===== src/pkg/res_pkg.sv =====
// Constants, register map and state types of the rail enable sequencer
`default_nettype none
package res_pkg;
	localparam int unsigned CLK_PERIOD_NS  = 10;
	localparam int unsigned HALF_MS_NS     = 500000;
	localparam int unsigned HALF_MS_CYCLES = HALF_MS_NS / CLK_PERIOD_NS;
	// Bus address of the serial port, arbitrary value
	localparam logic [6:0]  DEV_ADDR       = 7'h60;
	localparam int unsigned RAILS          = 4;
	localparam int unsigned RAIL_SDA       = 0;
	localparam int unsigned RAIL_SDB       = 1;
	localparam int unsigned RAIL_LRA       = 2;
	localparam int unsigned RAIL_LRB       = 3;
	localparam logic [7:0]  OFS_LRB_CTRL   = 8'h09;
	localparam logic [7:0]  OFS_LRA_LEVEL  = 8'h0A;
	localparam logic [7:0]  OFS_LRB_LEVEL  = 8'h0B;
	localparam logic [7:0]  OFS_SDA_DELAY  = 8'h0C;
	localparam logic [7:0]  OFS_SDB_DELAY  = 8'h0D;
	localparam logic [7:0]  OFS_LRA_DELAY  = 8'h0E;
	localparam logic [7:0]  OFS_LRB_DELAY  = 8'h0F;
	localparam logic [7:0]  OFS_CONFIG     = 8'h13;
	localparam int unsigned BIT_ON         = 0;
	localparam int unsigned BIT_GATING     = 1;
	localparam int unsigned BIT_DISCHARGE  = 2;
	localparam int unsigned BIT_RISE_SEL   = 6;
	localparam int unsigned BIT_FALL_SEL   = 5;
	localparam int unsigned LEVEL_W        = 5;
	localparam logic [2:0]  RST_LRB_CTRL   = 3'h4;
	localparam logic [4:0]  RST_LEVEL      = 5'h00;
	localparam logic [7:0]  RST_DELAY      = 8'h00;
	localparam logic [1:0]  RST_CONFIG     = 2'h0;
	typedef enum logic [3:0] {
		SS_IDLE     = 4'h0,
		SS_ADDR     = 4'h1,
		SS_ADDR_ACK = 4'h3,
		SS_PTR      = 4'h2,
		SS_PTR_ACK  = 4'h6,
		SS_WDATA    = 4'h7,
		SS_WDATA_ACK = 4'h5,
		SS_RDATA    = 4'h4,
		SS_RACK     = 4'hC
	} res_ser_state_t;
endpackage
`default_nettype wire


===== src/design/res_serial_slave.sv =====
// Two-wire serial register port: address match, pointer, writes and reads
`timescale 1ns/10ps
`default_nettype none
module res_serial_slave
	import res_pkg::*;
#(
	parameter logic [6:0] ADDR = res_pkg::DEV_ADDR
) (
	input  wire logic       mclk,
	input  wire logic       srst,
	input  wire logic       scl,
	input  wire logic       sda_in,
	output logic            sda_out,
	output logic            sda_oe,
	output logic [7:0]      reg_addr,
	output logic            wr_stb,
	output logic [7:0]      wr_data,
	input  wire logic [7:0] rd_data
);
	import res_pkg::*;
	typedef struct packed {
		logic           scl_q;
		logic           sda_q;
		res_ser_state_t st;
		logic [3:0]     cnt;
		logic [7:0]     sh;
		logic           rw;
		logic           nack;
		logic           oe;
		logic [7:0]     ptr;
		logic           stb;
		logic [7:0]     wd;
	} res_ser_t;
	res_ser_t s_r;
	res_ser_t s_nxt;
	logic start_c;
	logic stop_c;
	logic rise_c;
	logic fall_c;
	always_comb begin
		s_nxt = s_r;
		s_nxt.scl_q = scl;
		s_nxt.sda_q = sda_in;
		s_nxt.stb = 1'b0;
		start_c = s_r.scl_q & scl & s_r.sda_q & ~sda_in;
		stop_c = s_r.scl_q & scl & ~s_r.sda_q & sda_in;
		rise_c = ~s_r.scl_q & scl;
		fall_c = s_r.scl_q & ~scl;
		if (rise_c && (s_r.st == SS_ADDR || s_r.st == SS_PTR || s_r.st == SS_WDATA)) begin
			s_nxt.sh = {s_r.sh[6:0], sda_in};
			s_nxt.cnt = s_r.cnt + 4'h1;
		end
		unique case (s_r.st)
			SS_IDLE: ;
			SS_ADDR: if (fall_c && s_r.cnt == 4'h8) begin
				if (s_r.sh[7:1] == ADDR) begin
					s_nxt.rw = s_r.sh[0];
					s_nxt.oe = 1'b1;
					s_nxt.st = SS_ADDR_ACK;
				end else begin
					s_nxt.st = SS_IDLE;
				end
			end
			SS_ADDR_ACK: if (fall_c) begin
				s_nxt.cnt = 4'h0;
				if (s_r.rw) begin
					s_nxt.sh = rd_data;
					s_nxt.oe = ~rd_data[7];
					s_nxt.st = SS_RDATA;
				end else begin
					s_nxt.oe = 1'b0;
					s_nxt.st = SS_PTR;
				end
			end
			SS_PTR: if (fall_c && s_r.cnt == 4'h8) begin
				s_nxt.ptr = s_r.sh;
				s_nxt.oe = 1'b1;
				s_nxt.st = SS_PTR_ACK;
			end
			SS_PTR_ACK: if (fall_c) begin
				s_nxt.oe = 1'b0;
				s_nxt.cnt = 4'h0;
				s_nxt.st = SS_WDATA;
			end
			SS_WDATA: if (fall_c && s_r.cnt == 4'h8) begin
				s_nxt.stb = 1'b1;
				s_nxt.wd = s_r.sh;
				s_nxt.oe = 1'b1;
				s_nxt.st = SS_WDATA_ACK;
			end
			SS_WDATA_ACK: if (fall_c) begin
				s_nxt.oe = 1'b0;
				s_nxt.cnt = 4'h0;
				s_nxt.ptr = s_r.ptr + 8'h01;
				s_nxt.st = SS_WDATA;
			end
			SS_RDATA: begin
				if (rise_c) begin
					s_nxt.cnt = s_r.cnt + 4'h1;
				end
				if (fall_c && s_r.cnt == 4'h8) begin
					s_nxt.oe = 1'b0;
					s_nxt.ptr = s_r.ptr + 8'h01;
					s_nxt.st = SS_RACK;
				end else if (fall_c) begin
					s_nxt.sh = {s_r.sh[6:0], 1'b0};
					s_nxt.oe = ~s_r.sh[6];
				end
			end
			SS_RACK: begin
				if (rise_c) begin
					s_nxt.nack = sda_in;
				end
				if (fall_c) begin
					s_nxt.cnt = 4'h0;
					if (s_r.nack) begin
						s_nxt.st = SS_IDLE;
					end else begin
						s_nxt.sh = rd_data;
						s_nxt.oe = ~rd_data[7];
						s_nxt.st = SS_RDATA;
					end
				end
			end
			default: s_nxt.st = SS_IDLE;
		endcase
		// Start and stop override any transfer in progress
		if (start_c) begin
			s_nxt.st = SS_ADDR;
			s_nxt.cnt = 4'h0;
			s_nxt.oe = 1'b0;
		end else if (stop_c) begin
			s_nxt.st = SS_IDLE;
			s_nxt.oe = 1'b0;
		end
	end
	always_ff @(posedge mclk) begin
		if (srst) begin
			s_r <= '{scl_q: 1'b1, sda_q: 1'b1, st: SS_IDLE, default: '0};
		end else begin
			s_r <= s_nxt;
		end
	end
	assign sda_out = 1'b0;
	assign sda_oe = s_r.oe;
	assign reg_addr = s_r.ptr;
	assign wr_stb = s_r.stb;
	assign wr_data = s_r.wd;
endmodule // res_serial_slave
`default_nettype wire


===== src/design/res_top.sv =====
// Rail enable sequencer: registers, pin-edge delay timers and rail controls
`timescale 1ns/10ps
`default_nettype none
module res_top #(
	parameter int unsigned HALF_MS_CYCLES = res_pkg::HALF_MS_CYCLES,
	parameter logic [6:0]  ADDR           = res_pkg::DEV_ADDR
) (
	input  wire logic                        mclk,
	input  wire logic                        srst,
	input  wire logic                        en_pin,
	input  wire logic                        scl,
	input  wire logic                        sda_in,
	output logic                             sda_out,
	output logic                             sda_oe,
	output logic                             stepdown_a_enable,
	output logic                             stepdown_b_enable,
	output logic                             linreg_a_enable,
	output logic                             linreg_b_enable,
	output logic                             linreg_b_discharge,
	output logic [res_pkg::LEVEL_W-1:0]      linreg_a_level_code,
	output logic [res_pkg::LEVEL_W-1:0]      linreg_b_level_code
);
	import res_pkg::*;
	localparam int unsigned PW = (HALF_MS_CYCLES > 1) ? $clog2(HALF_MS_CYCLES) : 1;
	localparam logic [PW-1:0] PRE_LAST = PW'(HALF_MS_CYCLES - 1);
	if (HALF_MS_CYCLES < 2) begin : g_chk
		$error("HALF_MS_CYCLES must be at least 2");
	end
	typedef struct packed {
		logic [2:0]               lrb_ctrl;
		logic [LEVEL_W-1:0]       lra_level;
		logic [LEVEL_W-1:0]       lrb_level;
		logic [RAILS-1:0][7:0]    delays;
		logic [1:0]               cfg;
		logic                     en_q;
		logic [PW-1:0]            pre;
		logic [RAILS-1:0]         seq_on;
		logic [RAILS-1:0]         busy;
		logic [RAILS-1:0][4:0]    cnt;
		logic [RAILS-1:0]         rail_out;
		logic                     discharge;
	} res_state_t;
	res_state_t r_r;
	res_state_t r_nxt;
	logic [7:0] reg_addr;
	logic       wr_stb;
	logic [7:0] wr_data;
	logic [7:0] rd_data;
	logic       edge_c;
	logic       tick_c;
	logic [3:0] code_c;
	logic       sel_c;
	logic [4:0] tgt_c;
	logic       lrb_on_c;
	res_serial_slave #(.ADDR(ADDR)) res_serial_slave_inst (
		.mclk    (mclk),
		.srst    (srst),
		.scl     (scl),
		.sda_in  (sda_in),
		.sda_out (sda_out),
		.sda_oe  (sda_oe),
		.reg_addr(reg_addr),
		.wr_stb  (wr_stb),
		.wr_data (wr_data),
		.rd_data (rd_data)
	);
	// Read decode, reserved bits and unmapped offsets read zero
	always_comb begin
		rd_data = 8'h00;
		unique case (reg_addr)
			OFS_LRB_CTRL:  rd_data = {5'h00, r_r.lrb_ctrl};
			OFS_LRA_LEVEL: rd_data = {3'h0, r_r.lra_level};
			OFS_LRB_LEVEL: rd_data = {3'h0, r_r.lrb_level};
			OFS_SDA_DELAY: rd_data = r_r.delays[RAIL_SDA];
			OFS_SDB_DELAY: rd_data = r_r.delays[RAIL_SDB];
			OFS_LRA_DELAY: rd_data = r_r.delays[RAIL_LRA];
			OFS_LRB_DELAY: rd_data = r_r.delays[RAIL_LRB];
			OFS_CONFIG: begin
				rd_data[BIT_RISE_SEL] = r_r.cfg[1];
				rd_data[BIT_FALL_SEL] = r_r.cfg[0];
			end
			default: rd_data = 8'h00;
		endcase
	end
	always_comb begin
		r_nxt = r_r;
		code_c = 4'h0;
		sel_c = 1'b0;
		tgt_c = 5'h00;
		// Register writes; level codes keep only bits 4:0
		if (wr_stb) begin
			unique case (reg_addr)
				OFS_LRB_CTRL:  r_nxt.lrb_ctrl = wr_data[2:0];
				OFS_LRA_LEVEL: r_nxt.lra_level = wr_data[LEVEL_W-1:0];
				OFS_LRB_LEVEL: r_nxt.lrb_level = wr_data[LEVEL_W-1:0];
				OFS_SDA_DELAY: r_nxt.delays[RAIL_SDA] = wr_data;
				OFS_SDB_DELAY: r_nxt.delays[RAIL_SDB] = wr_data;
				OFS_LRA_DELAY: r_nxt.delays[RAIL_LRA] = wr_data;
				OFS_LRB_DELAY: r_nxt.delays[RAIL_LRB] = wr_data;
				OFS_CONFIG:    r_nxt.cfg = {wr_data[BIT_RISE_SEL], wr_data[BIT_FALL_SEL]};
				default: ;
			endcase
		end
		// Half-millisecond prescaler, restarted on every pin edge
		r_nxt.en_q = en_pin;
		edge_c = en_pin ^ r_r.en_q;
		tick_c = (r_r.pre == PRE_LAST);
		if (edge_c || tick_c) begin
			r_nxt.pre = '0;
		end else begin
			r_nxt.pre = r_r.pre + PW'(1);
		end
		for (int i = 0; i < RAILS; i++) begin
			// Rise code in bits 3:0, fall code in bits 7:4, range doubles the step
			code_c = r_r.en_q ? r_r.delays[i][3:0] : r_r.delays[i][7:4];
			sel_c = r_r.en_q ? r_r.cfg[1] : r_r.cfg[0];
			tgt_c = sel_c ? {code_c, 1'b0} : {1'b0, code_c};
			if (edge_c) begin
				r_nxt.busy[i] = 1'b1;
				r_nxt.cnt[i] = 5'h00;
			end else if (r_r.busy[i] && r_r.cnt[i] == tgt_c) begin
				r_nxt.busy[i] = 1'b0;
				r_nxt.seq_on[i] = r_r.en_q;
			end else if (r_r.busy[i] && tick_c) begin
				r_nxt.cnt[i] = r_r.cnt[i] + 5'h01;
			end
		end
		r_nxt.rail_out[RAIL_SDA] = r_r.seq_on[RAIL_SDA];
		r_nxt.rail_out[RAIL_SDB] = r_r.seq_on[RAIL_SDB];
		r_nxt.rail_out[RAIL_LRA] = r_r.seq_on[RAIL_LRA];
		lrb_on_c = r_r.lrb_ctrl[BIT_ON] &
			(~r_r.lrb_ctrl[BIT_GATING] | r_r.seq_on[RAIL_LRB]);
		r_nxt.rail_out[RAIL_LRB] = lrb_on_c;
		r_nxt.discharge = ~lrb_on_c & r_r.lrb_ctrl[BIT_DISCHARGE];
	end
	always_ff @(posedge mclk) begin
		if (srst) begin
			r_r <= '{lrb_ctrl: RST_LRB_CTRL, lra_level: RST_LEVEL, lrb_level: RST_LEVEL,
				delays: {RAILS{RST_DELAY}}, cfg: RST_CONFIG, default: '0};
		end else begin
			r_r <= r_nxt;
		end
	end
	assign stepdown_a_enable = r_r.rail_out[RAIL_SDA];
	assign stepdown_b_enable = r_r.rail_out[RAIL_SDB];
	assign linreg_a_enable = r_r.rail_out[RAIL_LRA];
	assign linreg_b_enable = r_r.rail_out[RAIL_LRB];
	assign linreg_b_discharge = r_r.discharge;
	assign linreg_a_level_code = r_r.lra_level;
	assign linreg_b_level_code = r_r.lrb_level;
endmodule // res_top
`default_nettype wire


===== config.mk =====
export PLATFORM = sky130hd
export DESIGN_NAME = res_top
export DESIGN_NICKNAME = d
export VERILOG_FILES = /design/src/pkg/res_pkg.sv /design/src/design/res_serial_slave.sv /design/src/design/res_top.sv
export SDC_FILE = /design/constraint.sdc
export NUM_CORES = 1
export LEC_CHECK = 0
export ABC_AREA = 1
export BUFFER_PORTS_ARGS = -buffer_cell sky130_fd_sc_hd__buf_4
export CAP_MARGIN = 5
export CORE_ASPECT_RATIO = 1.2
export CORE_MARGIN = 2
export CORE_UTILIZATION = 28
export CTS_BUF_LIST = sky130_fd_sc_hd__clkbuf_16
export DETAILED_ROUTE_END_ITERATION = 10
export PLACE_DENSITY_LB_ADDON = 0.2
export SLEW_MARGIN = 20
export SYNTH_ARGS = -nofsm -noshare
export SYNTH_HDL_FRONTEND = slang
export SYNTH_HIERARCHICAL = 1
export SYNTH_SLANG_ARGS = --single-unit

===== constraint.sdc =====
create_clock -name mclk -period 2.2 [get_ports mclk]
set_clock_uncertainty 0.05 [all_clocks]
set_input_delay 0.33 -clock mclk [delete_from_list [all_inputs] [get_ports mclk]]
set_output_delay 0.33 -clock mclk [all_outputs]
set_load 0.02 [all_outputs]

## Word level (Yosys, flattened, before mapping)

Index checks and enable logic that the tools add are counted.

| word-level totals | value |
|---|---|
| output and inout bits | 17 |
| bits of input ports | 5 |
| bits in registers | 135 |

| cells by class | value |
|---|---|
| reductions and logical operators | 49 |
| add/sub/neg operators | 7 |
| equal/unequal tests | 43 |
| bitwise logic cells | 26 |
| muxes and demuxes | 57 |

Operators by type and width:

| operator | number |
|---|---|
| equality test 8 x 4 -> 1 bit, second input constant | 7 |
| two-way mux 8 bit | 6 |
| case mux 8 bit (3 select lines) | 2 |
| two-way mux 4 bit | 9 |
| AND reduction 2 bit | 18 |
| case mux 5 bit (7 select lines) | 1 |
| two-way mux 16 bit | 2 |
| case mux 4 bit (8 select lines) | 1 |
| two-way mux 9 bit | 3 |
| two-way mux 1 bit | 21 |
| adder 5 x 1 -> 5 bit, second input constant | 4 |
| equality test 5 bit | 4 |
| two-way mux 5 bit | 4 |
| adder 16 x 1 -> 16 bit, second input constant | 1 |
| equality test 16 bit, second input constant | 1 |
| equality test 4 x 3 -> 1 bit, second input constant | 4 |
| != test 4 x 1 -> 1 bit, second input constant | 4 |
| case mux 4 bit (4 select lines) | 1 |
| AND reduction 8 bit | 2 |
| NOT 1 bit | 15 |
| two-way mux 12 bit | 1 |
| != test 2 x 1 -> 1 bit, second input constant | 6 |
| != test 4 x 2 -> 1 bit, second input constant | 3 |
| AND reduction 11 bit | 1 |
| other kinds (27) | 61 |

## Logic depth before layout (Yosys ltp)

Gate-level depths: netlist (run 1).

| depth | value |
|---|---|
| word-level depth | 10 |
| mapped depth | 16 |

## Hierarchy

Netlist (run 1), hierarchy kept.

Modules (own cells, without submodules):

| module | times used | area an instance (µm²) | cells an instance |
|---|---|---|---|
| res_top | 1 | 5,332.6 | 818 |
| res_serial_slave | 1 | 2,424.8 | 378 |

## Least setup slack after synthesis (run 1)

No wires, ideal clock.

| timing | value |
|---|---|
| kind | reg-to-reg |
| start | register res_serial_slave_inst.s_r (netlist bit res_serial_slave_inst/reg_addr[7]) |
| end | register r_r[69] (netlist bit) |
| data arrival time | 1,589 ps |
| library setup time | 119 ps |
| slack | 442 ps |
| stages on the path, launching flop included | 11 |
| data required time | 2,031 ps |
| buffers on the path | 2 |
| cell sequence | dfxtp_1 -> buf_4 -> nor2_1 -> nand2_1 -> nor2_2 -> nand3_1 -> inv_1 -> nand2_1 -> buf_2 -> o21ai_0 -> a21oi_1 |

| between the ends | value |
|---|---|
| cells in the longest elaborated chain, start to end | 2 |

Ends and longest elaborated chain:

| what | line | RTL |
|---|---|---|
| start, declared | res_serial_slave.sv:34 | `res_ser_t s_r;` |
| start signal, assigned | res_serial_slave.sv:141 | `s_r <= s_nxt;` |
| equality test 8 x 4 -> 1 bit | res_top.sv:92 | `unique case (reg_addr)` |
| AND reduction 2 bit (no source line) | -- |  |
| end signal, assigned | res_top.sv:138 | `r_r <= '{lrb_ctrl: RST_LRB_CTRL, lra_level: RST_LEVEL, lrb_level: RST_LEVEL,` |
| end signal, assigned | res_top.sv:141 | `r_r <= r_nxt;` |
| end, declared | res_top.sv:43 | `res_state_t r_r;` |

Every way passes these cells.
A chain may end at the register's enable or synchronous reset.

## Worst setup path in the final report (run 1)

| timing | value |
|---|---|
| start | register res_serial_slave_inst.s_r (netlist bit res_serial_slave_inst/reg_addr[2]) |
| end | register res_serial_slave_inst.s_r (netlist bit res_serial_slave_inst/sda_oe) |

| between the ends | value |
|---|---|
| cells in the longest elaborated chain, start to end | 6 |

Ends and longest elaborated chain:

| what | line | RTL |
|---|---|---|
| equality test 8 x 4 -> 1 bit | res_top.sv:70 | `unique case (reg_addr)` |
| case mux 1 bit (4 select lines) (*) | res_top.sv:70 |  |
| net rd_data[7] | res_top.sv:48 | `logic [7:0] rd_data;` |
| NOT 1 bit (*) | res_serial_slave.sv:68, res_serial_slave.sv:120 |  |
| two-way mux 1 bit (on tied branches) | res_serial_slave.sv:116, res_serial_slave.sv:66 |  |
| two-way mux 1 bit (on tied branches) | res_serial_slave.sv:114, res_serial_slave.sv:64 |  |
| case mux 1 bit (8 select lines) (*) | res_serial_slave.sv:53 | `unique case (s_r.st)` |

The timed path passes the listed nets; every way through them passes the cells marked *. The select of a mux whose other input is x is not followed.

==> impl_summary.md, run 1 <==
Outcome
The flow ran to the end, and the final reports show no timing, DRC or antenna violations.

Yosys
The count of yosys warnings during synthesis is 6. The post-synthesis net count is 1209. After synthesis the netlist holds a flip-flop and latch count of between 100 and 150. The number of standard cells after synthesis is 1196. The distinct cell type count after synthesis is 47. A synthesized cell averages 6.49 um2. Summing every instance area after synthesis gives 7760 um2. The proportion of synthesized chip area in sequential cells is 0.348. Yosys mapped a number of flops with a built-in enable equal to 0. The main flop type after synthesis is sky130_fd_sc_hd__dfxtp_1.

For this run, asynchronously set or reset flops after synthesis account for 0.

Power
The total power consumption of the routed design is slightly above 6 mW. The cell area power density is 690 nW/um2. For this design the static power due to leakage is 3.59 nW. The worst supply voltage drop on vdd is between 0.3 and 0.4 mV.

Worst setup path
The worst setup path is launched from a flip-flop. STA puts the critical path data arrival time at 2.26 ns. The critical register-to-register path startpoint is res_serial_slave_inst/reg_addr[2]. The reg-to-reg critical path endpoint is res_serial_slave_inst/sda_oe.

The endpoint required time on the critical path is about 2.5 ns. Of all nets on the critical path, the largest fanout is 7. The worst setup slack for register-to-register paths is 0.22 ns.

The setup path with the least slack is of type reg2reg. The critical path starts at res_serial_slave_inst/reg_addr[2]. The sort of element at the end of the critical path is a flip-flop. Following the worst setup path forward leads to its endpoint at res_serial_slave_inst/sda_oe. Measured in cells, the most critical reg-to-reg path has a length of 9.

Finish
The layout has 2978 filler cells. The share of final-layout standard cells stronger than drive strength 1 is 0.106. The finished layout holds 1552 standard cells, fillers aside. 0 antenna diodes ended up in the layout. The final layout contains 1212 nets. From synthesis to final layout, the design area changed by 13.0%.

Detailed routing
In the routed design, unresolved DRC markers number 0. After the first detailed-routing iteration, the DRC count stood at 452. For this run, the detailed router's first-pass iteration total came to 5.

In this run the remaining antenna-violating nets after routing total 0. The count of vias placed by the detailed router is 7334. Dividing the detail-routed wire length by the instance count gives 14.0 um. Dividing the detail-routed via count by the number of cells gives between 4 and 5. For this block, the routed nets add up to 21700 um of wire.

Clock tree
The total clock sinks is 135. The number of hold buffers added after CTS was 0. The buffer levels on the longest clock path is 2. TritonCTS built the clock tree. The clock transition at the registers of the reported paths is 0.07 ns. The buffer cell driving the clock tree root is sky130_fd_sc_hd__clkbuf_16. The later-pin clock latency in the skew report is 0.43 ns. The H-tree generated during clock tree synthesis spans 4 levels.

The number of CTS-inserted buffers is 17.

STA
Derived from the worst setup path, the maximum achievable clock frequency is between 500 and 600 MHz. At the pin with the least slew margin, the transition time is 0.580 ns. The final number of setup-violating endpoints is 0. The count of pins over their slew limit is 0. Headroom to the max-slew limit came out at 0.613. Setup repair after global routing left no endpoint under its margin. The tightest hold path in the finished design has a slack of 0.0894 ns. The part of the cycle the worst path needs is 0.900. Setup total negative slack on the finished layout was measured at 0 ns.

The number of hold-slack violations in the final timing report is 0. The final critical path time including I/O delays and setup is about 2.0 ns.

Floorplanning
The initial utilization of the core area, before any placement, comes to 0.286. The width of the die is 156 um. In this run the vertical extent of the chip is 186 um. The core box area is 27200 um2. For this design the top-level I/O count stands at 22. The die covers 29100 um2. The floorplan has 66 rows.

Hold path
The class of the tightest hold or removal check is in2reg. The worst hold path was traced through 3 stages.

Global routing
The first global-routing pass estimated 35500 um of wire. The initial antenna violation count is 0. In the global route stage, overall resource usage came out at 0.152.

The largest net degree at the start of global routing is 50. The number of global-route vias before repair is 6875. The remaining global-route overflow is 0.

Placed design
Counting tap cells, the placed design contains a total of 1520 instances. At the end of routability-driven placement, the weighted congestion stood at about 0.9. In this run the tool buffered the top-level ports with 20 buffer cells.

The wire-length estimate of the detail-placed layout is around 16000 um.

Run
The tool flagged a number of max-cap violations equal to 0.
-- worst min path at each step --
stage	from	end	slack, ns
after floorplan	srst	r_r[28]	0.35
after global placement	r_nxt[3]	linreg_a_enable	0.37
after detailed placement	r_nxt[3]	linreg_a_enable	0.38
after CTS	sda_in	res_serial_slave_inst/s_r[36]	0.07
after global routing	sda_in	res_serial_slave_inst/s_r[36]	0.1
final	sda_in	res_serial_slave_inst/s_r[36]	0.09
-- through the flow --
stage | area [um2] | utilization | setup slack [ns]
5_1_grt | 8770 | 0.323 | 0.00710
4_1_cts | 8760 | 0.322 | 0.157
2_1_floorplan | 7760 | - | 0.442
3_5_place_dp | 8110 | 0.298 | 0.160
6_report | 8770 | 0.323 | 0.219
3_3_place_gp | 8110 | 0.298 | 0.207
-- logic make-up (layout without fill, tap and decap cells) --
family	Yosys count	count (layout)	share of synthesized area
AOI/OAI and AO/OA	240	240	0.168
xor gates and xnor gates	15	15	0.0169
adders and majority gates	8	8	0.0129
buffers and inverters	224	240	0.132
DFF	135	135	0.348
other	1	1	0.000483
and+or+nand+nor	573	573	0.321
-- critical path: stages (launching register included) --
cell and delay [ns]:
sky130_fd_sc_hd__dfxtp_1 0.47, sky130_fd_sc_hd__nand2_1 0.12, sky130_fd_sc_hd__nor2_2 0.20, sky130_fd_sc_hd__nand2_1 0.20
sky130_fd_sc_hd__o22ai_1 0.25, sky130_fd_sc_hd__a221o_1 0.21, sky130_fd_sc_hd__o21bai_1 0.13, sky130_fd_sc_hd__o211ai_1 0.10
sky130_fd_sc_hd__nor2_1 0.10, sky130_fd_sc_hd__nor2_1 0.05
-- registers in the layout, summed over array words and instances (netlist names) --
name and flops:
linreg_a_enable 1, linreg_a_level_code 5, linreg_b_discharge 1, linreg_b_enable 1, linreg_b_level_code 5, r_nxt 3, r_r 79, res_serial_slave_inst/reg_addr 8
res_serial_slave_inst/s_r 20, res_serial_slave_inst/sda_oe 1, res_serial_slave_inst/wr_data 8, res_serial_slave_inst/wr_stb 1, stepdown_a_enable 1, stepdown_b_enable 1
-- cell usage after synthesis (4+ instances only) --
cell	instances	area share
sky130_fd_sc_hd__nand4_1	15	0.012
sky130_fd_sc_hd__nand3_1	91	0.059
sky130_fd_sc_hd__buf_6	8	0.012
sky130_fd_sc_hd__ha_1	8	0.013
sky130_fd_sc_hd__inv_2	11	0.0053
sky130_fd_sc_hd__nand2_1	312	0.15
sky130_fd_sc_hd__nor2_2	9	0.0073
sky130_fd_sc_hd__xnor2_1	5	0.0056
sky130_fd_sc_hd__o21ai_0	79	0.051
sky130_fd_sc_hd__xor2_1	10	0.011
sky130_fd_sc_hd__a21oi_1	111	0.072
sky130_fd_sc_hd__buf_4	31	0.030
sky130_fd_sc_hd__clkbuf_1	13	0.0063
sky130_fd_sc_hd__nor2_1	99	0.048
sky130_fd_sc_hd__o211ai_1	9	0.0087
sky130_fd_sc_hd__o22ai_1	13	0.010
sky130_fd_sc_hd__buf_2	6	0.0039
sky130_fd_sc_hd__o21ai_1	13	0.0084
sky130_fd_sc_hd__inv_1	153	0.074
sky130_fd_sc_hd__nor3_1	14	0.0090
sky130_fd_sc_hd__nand2_2	15	0.012
sky130_fd_sc_hd__nor2_4	4	0.0058
sky130_fd_sc_hd__dfxtp_1	135	0.35
-- routing by layer --
layer	wire [um]	track usage	vias up
met2	10300	0.258	129
met3	798	0.0334	40
met5	0	0	-
met1	9950	0.188	3330
li1	-	-	3835
met4	626	0.0582	0
-- cell type report --
| type | instances | area (um2) | share of cell area |
|---|---|---|---|
| clock buffer | 17 | 425 | 0.0485 |
| clock inverter | 15 | 223 | 0.0254 |
| inverter | 166 | 626 | 0.0713 |
| multi-input combinational | 837 | 4040 | 0.460 |
| sequential | 135 | 2710 | 0.308 |
| tap | 340 | 425 | 0.0485 |
| timing repair buffer | 42 | 328 | 0.0374 |
-- what timing repair did --
action	CTS	global route
setup buffers	0	0
endpoints found under the setup margin	0	26
resized for setup	0	5
-- placed cells by master (no fill, tap or decap), types with 13 or more instances in the layout --
cell / count
sky130_fd_sc_hd__clkbuf_16: 17
sky130_fd_sc_hd__a21oi_1: 111
sky130_fd_sc_hd__nor2_1: 98
sky130_fd_sc_hd__inv_1: 154
sky130_fd_sc_hd__nand4_1: 15
sky130_fd_sc_hd__dfxtp_1: 133
sky130_fd_sc_hd__nand3_1: 91
sky130_fd_sc_hd__nand2_2: 15
sky130_fd_sc_hd__o21ai_1: 13
sky130_fd_sc_hd__nand2_1: 311
sky130_fd_sc_hd__nor3_1: 14
sky130_fd_sc_hd__o21ai_0: 79
sky130_fd_sc_hd__o22ai_1: 13
sky130_fd_sc_hd__buf_4: 41
-- power breakdown --
part / switching (mW) / internal [mW] / leakage (nW)
logic: 0.256 / 0.109 / 2.19
clock network: 1.17 / 2.02 / 0.306
registers: 0.0288 / 2.47 / 1.09
total: 1.45 / 4.60 / 3.59
Power figures use the tool's default switching activity.
==> run 2: changes to the inputs <==
==> constraint.sdc (replaced) <==
create_clock -name mclk -period 2.1 [get_ports mclk]
set_clock_uncertainty 0.05 [all_clocks]
set_input_delay 0.315 -clock mclk [delete_from_list [all_inputs] [get_ports mclk]]
set_output_delay 0.315 -clock mclk [all_outputs]
set_load 0.02 [all_outputs]
==> run 2 against run 1 <==
Against the previous run: sequential power grew 5%; final area grew 0.96%; maximum frequency grew 1.4%; first-iteration DRC count shrank 8.8%; flip-flop and latch count is the same; largest cell class unchanged.
==> impl_summary.md, run 2 (synthesized netlist as in run 1, its figures left out) <==
Finish
The non-filler instance count after layout is 1561 (+0.58%). The number of inserted filler cells in the final layout is 2968 (-0.34%). The most common library cell in the layout ignoring fill and taps is sky130_fd_sc_hd__nand2_1. The largest registers in the layout are r_r (79), res_serial_slave_inst/s_r (20). The count of nets after finishing is 1222 (+0.83%). The share of final-layout standard cells stronger than drive strength 1 is 0.116 (+0.0107). The top cell types in the final layout, fill and taps aside, are sky130_fd_sc_hd__nand2_1, sky130_fd_sc_hd__inv_1, sky130_fd_sc_hd__dfxtp_1. The layout overhead on the synthesized area is 14.1%.

The number of antenna diodes is 0 (unchanged). The number of flip-flops under the largest register name was 79 (unchanged). The register with the highest flop count is r_r. The end-of-flow core utilization came to 0.326 (+0.00309).

Floorplanning
The core box area is 27200 um2 (unchanged). The starting utilization of the core area is 0.286 (unchanged). The I/O pin count came to 22 (unchanged). The width of the die came to 156 um (unchanged). The cell row count is 66 (unchanged). The die extent in y is 186 um (unchanged).

The total die area is 29100 um2 (unchanged).

Worst setup path
The cell type of the slowest stage on the worst timing path is sky130_fd_sc_hd__dfxtp_1. STA classifies the critical path startpoint as a flip-flop. The worst setup path is of the reg2reg kind.

The sort of element at the end of the critical path is a flip-flop. The worst path arrival time is 2.22 ns (-0.04 ns). The endpoint required time on the critical path was 2.36 ns (-0.12 ns).

Walking the worst path, the cells encountered are nor2_1 -> nand2_1 -> buf_4 -> inv_1 -> nand4_1 -> o22ai_1 -> a221oi_1 -> nand2_1 -> nand2_1 -> o21ai_0 -> inv_1 -> a21oi_1. The most repeated library cell on the critical path is sky130_fd_sc_hd__nand2_1. The largest driver fanout on the critical path came to 5 (-2).

The delay of the slowest cell on the worst path is 0.39 ns (-0.08 ns).

Clock tree
The number of buffers added to fix hold violations after cts is 0 (unchanged). The number of CTS-inserted buffers is 17 (unchanged). The clock tree from TritonCTS is done. The total clock sinks is 135 (unchanged). The maximum level of the CTS H-tree came to 4 (unchanged). The later-pin clock latency in the skew report is 0.43 ns (about the same). Clock tree synthesis selected as its root buffer the cell sky130_fd_sc_hd__clkbuf_16. The clock transition at the registers of the reported paths is 0.07 ns (about the same). The buffer levels on the longest clock path is 2 (unchanged).

Detailed routing
The number of remaining DRC errors came to 0 (unchanged). The wire length reported by the detailed router is 21800 um (+0.76%). The count of vias placed by the detailed router was 7289 (-0.61%). The first-pass iteration count of the detailed router is 5 (unchanged). The routed length per placed instance is 14.0 um (+0.18%). The residual antenna-violating net count after detailed routing is 0 (unchanged).

The iteration-0 DRC count of the detailed router is 412 (-8.8%). The per-cell via count in the routed design is 4.67 (-1.2%).

STA
The aggregate negative setup slack was 0 ns (unchanged). The part of the cycle the worst path needs is 0.930 (+0.0301). The remaining max-slew budget at the tightest pin is 0.638 (+0.0249). Setup repair after global routing could not meet its margin everywhere.

The actual transition at the worst max-transition pin is 0.542 ns (-0.0375 ns). The count of pins over their slew limit is 0 (unchanged). The number of hold-slack violations in the final timing report is 0 (unchanged).

The final number of setup-violating endpoints is 0 (unchanged). The final critical path time including I/O delays and setup came to 1.95 ns (-0.0269 ns). The maximum clock frequency came to 512 MHz (+1.4%).

Placed design
The placed wire-length estimate after detailed placement is 16200 um (-0.33%). The count of placed standard cells including taps is 1526 (+0.39%). The routability congestion estimate is 0.871 (-0.75%). The number of buffers inserted by port buffering is 20 (unchanged).

Hold path
The class of the tightest hold or removal check is in2reg.

Power
The worst supply voltage drop on vdd is 0.407 mV (+15%). The static leakage was 3.63 nW (+1.2%). The total power consumption of the routed design is 6.07 mW (+0.31%). The cell area power density is 686 nW/um2 (-0.64%).

Global routing
The overall global routing resource usage is 0.154 (+0.00175). The initial antenna violation count is 0 (unchanged). The largest net degree at the start of global routing is 50 (unchanged).

The number of global-route vias before repair was 6876 (+0.015%). The remaining global-route overflow is 0 (unchanged). The wire length of the first global-routing pass is 35800 um (+0.89%).

Run
The count of maximum capacitance violations was 0 (unchanged).

Outcome
The run finished with clean final reports.
run 2: through the flow:
| stage | worst slack (ns) | hold WS [ns] | instance area [um2] |
|---|---|---|---|
| finish | 0.146 | 0.0868 | 8850 |
| global route | -0.00260 | 0.0863 | 8850 |
| CTS | 0.0512 | 0.0696 | 8730 |
| detailed placement | 0.0620 | 0.375 | 8140 |
| global placement | 0.0593 | 0.376 | 8140 |
| floorplan | 0.342 | 0.334 | 7760 |
run 2: cell type report:
class / count / area [um2] / area share
Clock inverter: 14 / 160 / 0.0181
Multi-Input combinational cell: 837 / 4090 / 0.462
Tap cell: 340 / 425 / 0.0480
Inverter: 166 / 626 / 0.0707
Sequential cell: 135 / 2700 / 0.305
Clock buffer: 17 / 425 / 0.0480
Timing Repair Buffer: 52 / 419 / 0.0473
run 2: final timing paths:
path | start | endpoint | slack (ns) | depth (start not counted)
worst min-delay path | sda_in | res_serial_slave_inst/s_r[36] | 0.09 | 3
worst min register to register | r_nxt[1] | stepdown_a_enable | 0.39 | 2
worst max register to register | res_serial_slave_inst/reg_addr[6] | res_serial_slave_inst/s_r[21] | 0.15 | 12
worst max-delay path | res_serial_slave_inst/reg_addr[6] | res_serial_slave_inst/s_r[21] | 0.15 | 12
run 2: metal layers:
layer | GRT usage | share of wire
met1 | 0.199 | 0.47
met5 | 0 | 0
met2 | 0.258 | 0.48
met4 | 0.0575 | 0.025
met3 | 0.0244 | 0.027
run 2: repair_timing:
action	CTS	global route
endpoints found under the setup margin	0	36
gates resized for setup	0	20
buffers inserted	0	3
run 2: power by group:
group          total (mW)  leakage (nW)  switching [mW]  internal, mW
Clock                3.05         0.287            1.20          1.85
Combinational       0.402          2.25           0.274         0.128
Sequential           2.62          1.09          0.0293          2.59
Total                6.07          3.63            1.50          4.57
run 2: worst max-delay path, delay by kind of cell, from the launching register on:
family                 cells  cell delay (ns)
AO/OA/AOI/OAI              4             0.53
buffers and inverters      3             0.26
flip-flops                 1             0.39
AND/OR/NAND/NOR            5             0.61
